**config.mk**
```make
export PLATFORM = sky130hd
export DESIGN_NAME = uhp_top
export DESIGN_NICKNAME = d
export VERILOG_FILES = /design/src/rtl/uhp_pkg.sv /design/src/rtl/uhp_top.sv
export VERILOG_INCLUDE_DIRS = /design/src /design/src/rtl
export SDC_FILE = /design/constraint.sdc
export NUM_CORES = 1
export LEC_CHECK = 0
export ABC_AREA = 1
export BUFFER_PORTS_ARGS = -buffer_cell sky130_fd_sc_hd__buf_4
export CORE_UTILIZATION = 55
export DETAILED_ROUTE_END_ITERATION = 8
export GPL_TIMING_DRIVEN = 0
export PLACE_DENSITY = 0.76
export SETUP_SLACK_MARGIN = 0.2
export SLEW_MARGIN = 20
export SYNTH_ARGS = -nofsm -noshare
export SYNTH_HDL_FRONTEND = slang
export SYNTH_SLANG_ARGS = --single-unit
```
**constraint.sdc**
```tcl
create_clock -name clock_in -period 1.8 [get_ports clock_in]
set_input_delay 0.36 -clock clock_in [delete_from_list [all_inputs] [get_ports clock_in]]
set_output_delay 0.36 -clock clock_in [all_outputs]
set_load 0.05 [all_outputs]
```
**src/rtl/uhp_defines.svh**
```systemverilog
// constants of the host port and modem pin block
//
// Notes on behaviour
// RL1 - bus transfer only while select is low
// RL2 - read strobe low drives addressed register out
// RL3 - write strobe captures bus into addressed register
// RL4 - eight bit three-state bus, bit zero lsb
// RL5 - clear-to-send level seen in status bit 4
// RL6 - clear-to-send gates transfer only if enabled
// RL7 - control bit 0 drives terminal-ready low
// RL8 - terminal-ready pin steers rs-485 driver
// RL9 - irq needs bit 3, enable, pending
// RL10 - four interrupt sources including modem change
// RL11 - irq pin high impedance after reset
// RL12 - bit 3 drives irq, user pin low
// RL13 - user output pin high after reset
// RL14 - reset clears registers and outputs
// RL15 - serial lines disabled during reset
// RL16 - ring rising edge raises modem interrupt
// RL17 - modem pulls data-set-ready low when ready
// RL18 - three address bits choose the register
// RL19 - bus released unless selected and reading
`ifndef UHP_DEFINES_SVH
`define UHP_DEFINES_SVH

// ----------------------------------------
// register offsets
// ----------------------------------------
`define UHP_OFS_DATA 3'h0
`define UHP_OFS_IER 3'h1
`define UHP_OFS_ISR 3'h2
`define UHP_OFS_LCR 3'h3
`define UHP_OFS_MCR 3'h4
`define UHP_OFS_LSR 3'h5
`define UHP_OFS_MSR 3'h6
`define UHP_OFS_SPR 3'h7
// feature register sits at the status offset behind this key
`define UHP_EFR_KEY 8'hBF

// ----------------------------------------
// field positions
// ----------------------------------------
`define UHP_MCR_DTR 0
`define UHP_MCR_IRQ_EN 3
`define UHP_EFR_RS485 5
`define UHP_EFR_AUTO_CTS 7
`define UHP_MSR_CTS 4
`define UHP_MSR_DSR 5
`define UHP_MSR_RI 6
`define UHP_MSR_DCTS 0
`define UHP_MSR_DDSR 1
`define UHP_MSR_TERI 2
`define UHP_SRC_RXERR 0
`define UHP_SRC_RXAV 1
`define UHP_SRC_THRE 2
`define UHP_SRC_MODEM 3

// ----------------------------------------
// reset values
// ----------------------------------------
`define UHP_RST_BYTE 8'h00
`define UHP_RST_SRC 4'h0
`define UHP_RST_PINS 17'h1_FFFF

`endif

```
**src/rtl/uhp_pkg.sv**
```systemverilog
// types shared by the host port block
package uhp_pkg;
	// raw host and modem pins, all active low except addr and data
	typedef struct packed {
		logic cs_n;
		logic rd_n;
		logic wr_n;
		logic [2:0] addr;
		logic [7:0] data;
		logic cts_n;
		logic dsr_n;
		logic ri_n;
	} uhp_pins_s;
	// interrupt sources, one bit each
	typedef logic [3:0] uhp_src_t;
	// host bus phase
	typedef enum logic [2:0] {
		UHP_IDLE = 3'b001,
		UHP_READ = 3'b010,
		UHP_WRITE = 3'b100
	} uhp_phase_e;
endpackage

```
**src/rtl/uhp_top.sv**
```systemverilog
// one channel: host bus slave, modem pins and interrupt pin
//
// Added by the designer: the address map and strobed register access.
`timescale 1ns/10ps
`include "uhp_defines.svh"

module uhp_top (
	// clock and reset
	input wire logic clock_in,
	input wire logic rstn_in,
	// host and modem pins, asynchronous
	input wire uhp_pkg::uhp_pins_s pins_in,
	// data bus drive
	output logic [7:0] bus_data_out,
	output logic bus_data_oe_out,
	// modem and user pins
	output logic dtr_n_out,
	output logic user_out_n_out,
	// interrupt pin drive
	output logic chan_irq_out,
	output logic chan_irq_oe_out,
	// serial core side, same clock
	input wire logic rx_err_in,
	input wire logic rx_avail_in,
	input wire logic [7:0] rx_data_in,
	input wire logic tx_done_in,
	input wire logic tx_busy_in,
	output logic [7:0] tx_data_out,
	output logic tx_load_out,
	output logic tx_allow_out,
	output logic serial_en_out,
	output logic [7:0] line_ctrl_out
);
	import uhp_pkg::*;

	// ----------------------------------------
	// pin synchronisers
	// ----------------------------------------
	uhp_pins_s s1_q;
	uhp_pins_s s2_q;
	uhp_pins_s s3_q;

	// two stages, then one more for edge detection
	always_ff @(posedge clock_in) begin
		if (!rstn_in) begin
			s1_q <= `UHP_RST_PINS;
			s2_q <= `UHP_RST_PINS;
			s3_q <= `UHP_RST_PINS;
		end else begin
			s1_q <= pins_in;
			s2_q <= s1_q;
			s3_q <= s2_q;
		end
	end

	// ----------------------------------------
	// strobe decode
	// ----------------------------------------
	logic rd_act;
	logic rd_start;
	logic wr_end;
	uhp_phase_e phase_q;

	// select must be low for any transfer [RL1]
	assign rd_act = !s2_q.cs_n && !s2_q.rd_n;
	assign rd_start = rd_act && (s3_q.rd_n || s3_q.cs_n);
	// capture at strobe release, data held by host there [RL3]
	// the phase guard drops a release seen without a tracked write
	assign wr_end = (phase_q == UHP_WRITE) && !s3_q.cs_n &&
		!s3_q.wr_n && s2_q.wr_n;

	// bus phase tracker
	always_ff @(posedge clock_in) begin
		if (!rstn_in) begin
			phase_q <= UHP_IDLE;
		end else begin
			case (phase_q)
				UHP_IDLE: begin
					if (rd_act)
						phase_q <= UHP_READ;
					else if (!s2_q.cs_n && !s2_q.wr_n)
						phase_q <= UHP_WRITE;
				end
				UHP_READ: begin
					if (!rd_act)
						phase_q <= UHP_IDLE;
				end
				UHP_WRITE: begin
					if (s2_q.wr_n || s2_q.cs_n)
						phase_q <= UHP_IDLE;
				end
				default: phase_q <= UHP_IDLE;
			endcase
		end
	end

	// true when a write ends at the given offset
	function automatic logic wr_at(input logic [2:0] ofs);
		wr_at = wr_end && (s3_q.addr == ofs);
	endfunction

	// true when a read starts at the given offset
	function automatic logic rd_at(input logic [2:0] ofs);
		rd_at = rd_start && (s2_q.addr == ofs);
	endfunction

	// ----------------------------------------
	// control registers
	// ----------------------------------------
	logic [7:0] ier_q;
	logic [7:0] lcr_q;
	logic [7:0] mcr_q;
	logic [7:0] efr_q;
	logic [7:0] spr_q;
	logic efr_sel;

	// feature register hidden behind the line control key
	assign efr_sel = (lcr_q == `UHP_EFR_KEY);

	// software writes, address picks the target [RL3] [RL18]
	always_ff @(posedge clock_in) begin
		if (!rstn_in) begin
			ier_q <= `UHP_RST_BYTE;
			lcr_q <= `UHP_RST_BYTE;
			mcr_q <= `UHP_RST_BYTE;
			efr_q <= `UHP_RST_BYTE;
			spr_q <= `UHP_RST_BYTE;
		end else begin
			if (wr_at(`UHP_OFS_IER))
				ier_q <= s3_q.data;
			if (wr_at(`UHP_OFS_LCR))
				lcr_q <= s3_q.data;
			if (wr_at(`UHP_OFS_MCR))
				mcr_q <= s3_q.data;
			if (wr_at(`UHP_OFS_ISR) && efr_sel)
				efr_q <= s3_q.data;
			if (wr_at(`UHP_OFS_SPR))
				spr_q <= s3_q.data;
		end
	end

	// transmit holding write hands the byte to the serial core
	always_ff @(posedge clock_in) begin
		if (!rstn_in) begin
			tx_data_out <= `UHP_RST_BYTE;
			tx_load_out <= 1'b0;
		end else begin
			tx_load_out <= wr_at(`UHP_OFS_DATA);
			if (wr_at(`UHP_OFS_DATA))
				tx_data_out <= s3_q.data; // bit 0 goes first [RL4]
		end
	end

	// ----------------------------------------
	// modem status
	// ----------------------------------------
	logic [2:0] delta_q;
	logic [2:0] delta_set;
	logic msr_rd;

	assign msr_rd = rd_at(`UHP_OFS_MSR);
	assign delta_set[`UHP_MSR_DCTS] = s2_q.cts_n ^ s3_q.cts_n;
	assign delta_set[`UHP_MSR_DDSR] = s2_q.dsr_n ^ s3_q.dsr_n;
	// only the low-to-high ring edge counts [RL16]
	assign delta_set[`UHP_MSR_TERI] = s2_q.ri_n && !s3_q.ri_n;

	// deltas are sticky; a read clears, a new edge wins
	always_ff @(posedge clock_in) begin
		if (!rstn_in)
			delta_q <= 3'h0;
		else
			delta_q <= (msr_rd ? 3'h0 : delta_q) | delta_set;
	end

	// ----------------------------------------
	// interrupt sources
	// ----------------------------------------
	uhp_src_t src_q;
	uhp_src_t src_set;
	logic isr_rd;

	assign isr_rd = rd_at(`UHP_OFS_ISR) && !efr_sel;
	// four sources, modem change included [RL10] [RL16]
	assign src_set[`UHP_SRC_RXERR] = rx_err_in;
	assign src_set[`UHP_SRC_RXAV] = rx_avail_in;
	assign src_set[`UHP_SRC_THRE] = tx_done_in;
	assign src_set[`UHP_SRC_MODEM] = |delta_set;

	// sticky status, cleared by its read, set wins over clear
	always_ff @(posedge clock_in) begin
		if (!rstn_in)
			src_q <= `UHP_RST_SRC;
		else
			src_q <= (isr_rd ? `UHP_RST_SRC : src_q) | src_set;
	end

	// ----------------------------------------
	// read path
	// ----------------------------------------
	logic [7:0] rd_mux;
	logic [7:0] msr_val;
	logic [7:0] lsr_val;

	// levels shown true-high, so a low pin reads as 1 [RL5]
	always_comb begin
		msr_val = {1'b0, !s2_q.ri_n, !s2_q.dsr_n, !s2_q.cts_n,
			1'b0, delta_q};
	end

	// line status: holding empty, receive error and data flags only
	always_comb begin
		lsr_val = {5'h00, src_q[`UHP_SRC_THRE], src_q[`UHP_SRC_RXERR],
			src_q[`UHP_SRC_RXAV]};
	end

	// register picked by the three address bits [RL2] [RL18]
	always_comb begin
		case (s2_q.addr)
			`UHP_OFS_DATA: rd_mux = rx_data_in;
			`UHP_OFS_IER: rd_mux = ier_q;
			`UHP_OFS_ISR: rd_mux = efr_sel ? efr_q : {4'h0, src_q};
			`UHP_OFS_LCR: rd_mux = lcr_q;
			`UHP_OFS_MCR: rd_mux = mcr_q;
			`UHP_OFS_LSR: rd_mux = lsr_val;
			`UHP_OFS_MSR: rd_mux = msr_val;
			`UHP_OFS_SPR: rd_mux = spr_q;
			default: rd_mux = `UHP_RST_BYTE;
		endcase
	end

	// data latched at strobe start so a clearing read shows its value
	always_ff @(posedge clock_in) begin
		if (!rstn_in) begin
			bus_data_out <= `UHP_RST_BYTE;
			bus_data_oe_out <= 1'b0;
		end else begin
			bus_data_oe_out <= rd_act; // released otherwise [RL19] [RL4]
			if (rd_start)
				bus_data_out <= rd_mux; // [RL2]
		end
	end

	// ----------------------------------------
	// modem, user and serial pins
	// ----------------------------------------
	// rs-485 mode turns terminal-ready into driver enable [RL8]
	always_ff @(posedge clock_in) begin
		if (!rstn_in) begin
			dtr_n_out <= 1'b1; // [RL14]
		end else if (efr_q[`UHP_EFR_RS485]) begin
			dtr_n_out <= !tx_busy_in; // [RL8]
		end else begin
			dtr_n_out <= !mcr_q[`UHP_MCR_DTR]; // [RL7]
		end
	end

	// flow gate only counts when auto clear-to-send is on [RL6]
	always_ff @(posedge clock_in) begin
		if (!rstn_in)
			tx_allow_out <= 1'b0;
		else
			tx_allow_out <= !efr_q[`UHP_EFR_AUTO_CTS] || !s2_q.cts_n;
	end

	// serial lines held off while reset is low [RL15]
	always_ff @(posedge clock_in) begin
		if (!rstn_in) begin
			serial_en_out <= 1'b0;
			line_ctrl_out <= `UHP_RST_BYTE;
		end else begin
			serial_en_out <= 1'b1;
			line_ctrl_out <= lcr_q;
		end
	end

	// ----------------------------------------
	// interrupt pin
	// ----------------------------------------
	logic irq_pend;

	// masked sources; the pin itself waits for the enable bit
	assign irq_pend = |(src_q & ier_q[3:0]);

	// enable bit drives the pin, otherwise released [RL9] [RL12]
	always_ff @(posedge clock_in) begin
		if (!rstn_in) begin
			chan_irq_out <= 1'b0;
			chan_irq_oe_out <= 1'b0; // floats out of reset [RL11]
			user_out_n_out <= 1'b1; // [RL13]
		end else begin
			chan_irq_oe_out <= mcr_q[`UHP_MCR_IRQ_EN]; // [RL12]
			user_out_n_out <= !mcr_q[`UHP_MCR_IRQ_EN]; // [RL12]
			chan_irq_out <= mcr_q[`UHP_MCR_IRQ_EN] && irq_pend; // [RL9]
		end
	end
endmodule
```
Word level (Yosys, flattened, before mapping)
Index checks and enable logic that the tools add are counted.
Operators by class
  bitwise operators: 5
  reductions and logical operators: 40
  equal/unequal tests: 19
  multiplexer cells: 11
Operator list (count)
  $pmux 8 s8: 1
  $eq 3x3->1 const B: 7
  $logic_and 1x1->1: 18
  $eq 3x2->1 const B: 5
  $mux 3: 5
  $logic_not 1->1: 14
  $eq 3x1->1 const B: 3
  $pmux 3 s3: 1
  $eq 8x8->1 const B: 1
  $mux 8: 1
  $logic_not 3->1: 2
  $and 4x4->4: 1
  $mux 4: 1
  $or 4x4->4: 1
  $reduce_or 4->1: 1
  $logic_or 1x1->1: 3
  $ne 3x3->1 const B: 1
  $or 3x3->3: 1
  $reduce_and 3->1: 1
  $reduce_or 3->1: 1
  $mux 1: 2
  $ne 2x1->1 const B: 1
  $ne 2x2->1 const B: 1
  $xor 1x1->1: 2
Word-level totals
  register bits after elaboration: 133
  logic and storage cells: 118
  output and inout bits: 32

Logic depth before layout (Yosys ltp)
  word-level depth: 7
  gate-level depth with buffers: 10

Worst setup path before layout
OpenSTA, ideal clock, no wires.
  path kind: register to register
  start: register lcr_q[1]
  end: register efr_q[7]
  arrival: 1283 ps
  cell stages (with the launch flop): 9
  setup slack: 404 ps
  setup time: 113 ps
  period minus slack after synthesis: 1396 ps
  cell sequence: dfxtp_1 > nand2_2 > nor2_4 > nand2_4 > nor3_4 > buf_6 > nand2_1 > nand2_1 > nor2_1
Between the ends
  word-level cells in the longest chain between the ends: 2
RTL lines
  from (decl): RTL line uhp_top.sv:111  | logic [7:0] lcr_q;
  from (signal assigned): RTL line uhp_top.sv:124  | lcr_q <= `UHP_RST_BYTE;
  from (signal assigned): RTL line uhp_top.sv:132  | lcr_q <= s3_q.data;
  $eq 8x8->1 (no source line)
  $logic_and 1x1->1: RTL line uhp_top.sv:135  | if (wr_at(`UHP_OFS_ISR) && efr_sel)
  to (signal assigned): RTL line uhp_top.sv:126  | efr_q <= `UHP_RST_BYTE;
  to (signal assigned): RTL line uhp_top.sv:136  | efr_q <= s3_q.data;
  to (decl): RTL line uhp_top.sv:113  | logic [7:0] efr_q;
Every way passes these cells.
A chain may end at the register's enable or synchronous reset.

Worst setup path in the final report
  start: register lcr_q[3]
  end: register efr_q[7]
The elaborated chain is that of the path after synthesis.

==> out/summary.txt <==
Root buffer cell: sky130_fd_sc_hd__clkbuf_8
Worst r2r path cells: 7
Crit path time final: 1.57 ns
Vias post-DR: 4,317
Clock-pin transition on the worst setup and hold timing paths: 0.07 ns
Start point of the critical path: lcr_q[3]$_SDFFE_PN0P_
Pre-CTS setup slack: 0.0462 ns
Number of DRC violations after detailed routing: 0
Register bit total from synthesis: 133
Boundary pin count: 63
End of the worst register-to-register path: efr_q[7]$_SDFFE_PN0P_
Element type at the critical path end: flip-flop
Maximum number of pins on one net before global-route repair: 17
Number of port buffers: 62
Overall track demand over capacity in global routing: 27.1%
Number of maximum-capacitance violations: 0
Commonest cells after routing, fill and taps aside: sky130_fd_sc_hd__dfxtp_1, sky130_fd_sc_hd__nand2_1, sky130_fd_sc_hd__buf_4
Cell-internal power: 5.03 mW
Gate power share: 4.0%
R2R setup slack: 0.23 ns
Filler Cell Count: 652
Max_slew headroom: 58.9%
Rows: 34
Warnings from Yosys: 0
Worst-path fanout max: 7
Worst-Skew Late Latency: 0.52 ns
Final count of negative-setup-slack endpoints: 0
Count of final max-slew check failures: 0
Initial antenna violation count: 0
F_max: 635 MHz
Clk sink count: 133
Die outline area: 9350 sq um
Height of the die: 96.7 microns
Share of total power consumed by net switching: 24.1%
Slew of the pin with the lowest slew margin: 0.616 ns
Worst setup path class: flip-flop to flip-flop
Design Power: 6.63 mW
Synthesized area: 4930 sq um
Sequential cell area: 2670 sq um
Area overhead of the layout relative to synthesis: 28.7%
Number of nets produced by synthesis: 629
Die Wd: 96.7 microns
DRT Wirelength: 12,300 microns
DRC marker count from the first detailed-route iteration: 256
Gpl congestion: 0.943
Ratio of cells with drive above 1 in the final layout: 29.1%
Setup repair after global routing missed its margin: yes
HPWL reported at the end of detailed placement: 8480 microns
Hold Violations, Final: 0
Fin Setup TNS: 0 ns
Synthesized area per cell: 8.25 sq um
Via count of the first global-routing pass: 3,995
Share of total power in sequential cells: 45.9%
Static leakage: 2.87 nW
PD cells: 1040 nW/um^2
Net Switching: 1.60 mW
Core area: 8720 sq um
Vias per Instance: 5.28
Number of diodes: 0
Post-Syn Instances: 598
Share of the yosys chip area belonging to registers: 54.0%
DR pass1 iterations: 5
Library cells used by synthesis: 34
Hold Crit Start: tx_busy_in
Most common cell after layout, fill and taps aside: sky130_fd_sc_hd__dfxtp_1
Number of clock buffers inserted by TritonCTS: 17
Nets@finish: 727
Hold path endpoint: dtr_n_out$_SDFF_PN1_
Final setup skew: 0.00598 ns
Crit Reg-Reg Startpoint: lcr_q[3]$_SDFFE_PN0P_
Sum of overflow across all layers after global routing: 0
Antenna viol nets, final: 0
Maximum root-to-sink buffer count: 2
TritonCTS clock tree: built
Class of the most critical hold timing path: input port to flip-flop
Data required time at the worst endpoint: 2.26 ns
Worst voltage drop across the vdd grid: 720 uV
Outcome: complete, no violations
Startpoint types: flip-flop
Arrival time worst endpoint: 2.03 ns
Area occupied by multi-input gates: 2010 sq um
Clock power share: 50.1%
Share of the clock period used by the worst path: 87.5%
Worst setup margin: 0.226 ns
Starting density of the core: 56.6%
Routed length per placed instance: 15.0 microns
First-pass GRT wire length: 19,800 microns
Hold Crit Depth: 2
Clock H-tree levels: 4
==> worst max path at each step <==
stage / end / slack, ns / cells past startpoint
after floorplan: efr_q[7]$_SDFFE_PN0P_ / 0.40 / 8
after global placement: bus_data_out[0]$_SDFFE_PN0N_ / 0.08 / 9
after detailed placement: bus_data_out[2]$_SDFFE_PN0N_ / 0.05 / 9
after CTS: src_q[0]$_SDFF_PN0_ / 0.20 / 6
after global routing: efr_q[7]$_SDFFE_PN0P_ / 0.14 / 8
final: efr_q[7]$_SDFFE_PN0P_ / 0.23 / 7
==> metal layers <==
layer / GRT usage [%] / vias to the layer above / part of all wire, %
met1: 33.8 / 1952 / 41
met5: 0 / - / 0
met3: 6.07 / 43 / 7.8
li1: - / 2123 / -
met4: 13.9 / 0 / 3.7
met2: 44.1 / 199 / 48
==> kinds of logic after synthesis <==
| logic type | share of synthesized area, % |
|---|---|
| compound gates | 11.1 |
| flops | 54.0 |
| simple gates | 27.9 |
| buf+inv | 6.72 |
| xor+xnor | 0.355 |
==> worst max-delay path, stage by stage, from the launching register on <==
cell                      delay [ns]
sky130_fd_sc_hd__dfxtp_1        0.40
sky130_fd_sc_hd__nand2_1        0.11
sky130_fd_sc_hd__nor2_4         0.19
sky130_fd_sc_hd__nand2_4        0.12
sky130_fd_sc_hd__nor3_4         0.31
sky130_fd_sc_hd__buf_2          0.23
sky130_fd_sc_hd__nor2_1         0.06
sky130_fd_sc_hd__nor2_1         0.10
==> stage by stage <==
stage	utilization (%)	std cells	hold WS [ns]	instance area, sq um
floorplan	-	598	0.388	4930
global placement	63.5	768	0.393	5540
detailed placement	63.5	768	0.397	5540
CTS	70.5	803	0.0120	6150
global route	72.8	817	0.00745	6350
finish	72.8	817	0.0185	6350
==> Yosys cell counts, drive strengths merged <==
| cell | number | area [sq um] |
|---|---|---|
| and3 | 1 | 6.26 |
| nor3 | 10 | 110 |
| o2111ai | 1 | 8.76 |
| clkbuf | 12 | 45.0 |
| buf | 7 | 42.5 |
| a22o | 1 | 8.76 |
| nand3 | 32 | 173 |
| o21a | 2 | 15.0 |
| nand2 | 98 | 383 |
| a21oi | 50 | 250 |
| inv | 65 | 244 |
| a221oi | 1 | 8.76 |
| nand3b | 5 | 37.5 |
| or2 | 44 | 275 |
| nor4 | 1 | 6.26 |
| nand4 | 11 | 83.8 |
| o21ai | 50 | 254 |
| nor2 | 72 | 303 |
| xor2 | 2 | 17.5 |
| dfxtp | 133 | 2660 |
==> power groups by stage <==
stage	combinational, mW	sequential [mW]	clock, mW
3_3_place_gp	0.240	3.10	0
2_1_floorplan	0.137	3.10	0
6_report	0.266	3.04	3.32
4_1_cts	0.250	3.04	3.33
5_1_grt	0.293	3.05	3.48
3_5_place_dp	0.246	3.10	0
==> sequential cells by signal (all words and copies together), names as in the netlist <==
name             count
bus_data_oe_out      1
bus_data_out         8
chan_irq_oe_out      1
chan_irq_out         1
delta_q              3
dtr_n_out            1
efr_q                8
ier_q                8
lcr_q                8
line_ctrl_out        8
mcr_q                8
phase_q              3
s1_q                17
s2_q                17
s3_q                17
serial_en_out        1
spr_q                8
src_q                4
tx_allow_out         1
tx_data_out          8
tx_load_out          1
user_out_n_out       1
==> cell type report <==
cell class	instances	area share (%)
buffer	19	1.56
clock buffer	18	6.74
clock inverter	14	2.23
inverter	65	4.04
multi-input combinational	381	31.6
sequential	133	42.1
tap	108	2.13
timing repair buffer	79	9.59
==> what timing repair did <==
item | CTS | global route
hold buffers | 1 | 0
buffers inserted | 2 | 13
pin swaps | 2 | 7
gates resized for setup | 3 | 35
endpoints found under the setup margin | 17 | 51
gates cloned | 0 | 1
hold endpoints to repair | 1 | 0
Power figures use the tool's default switching activity.
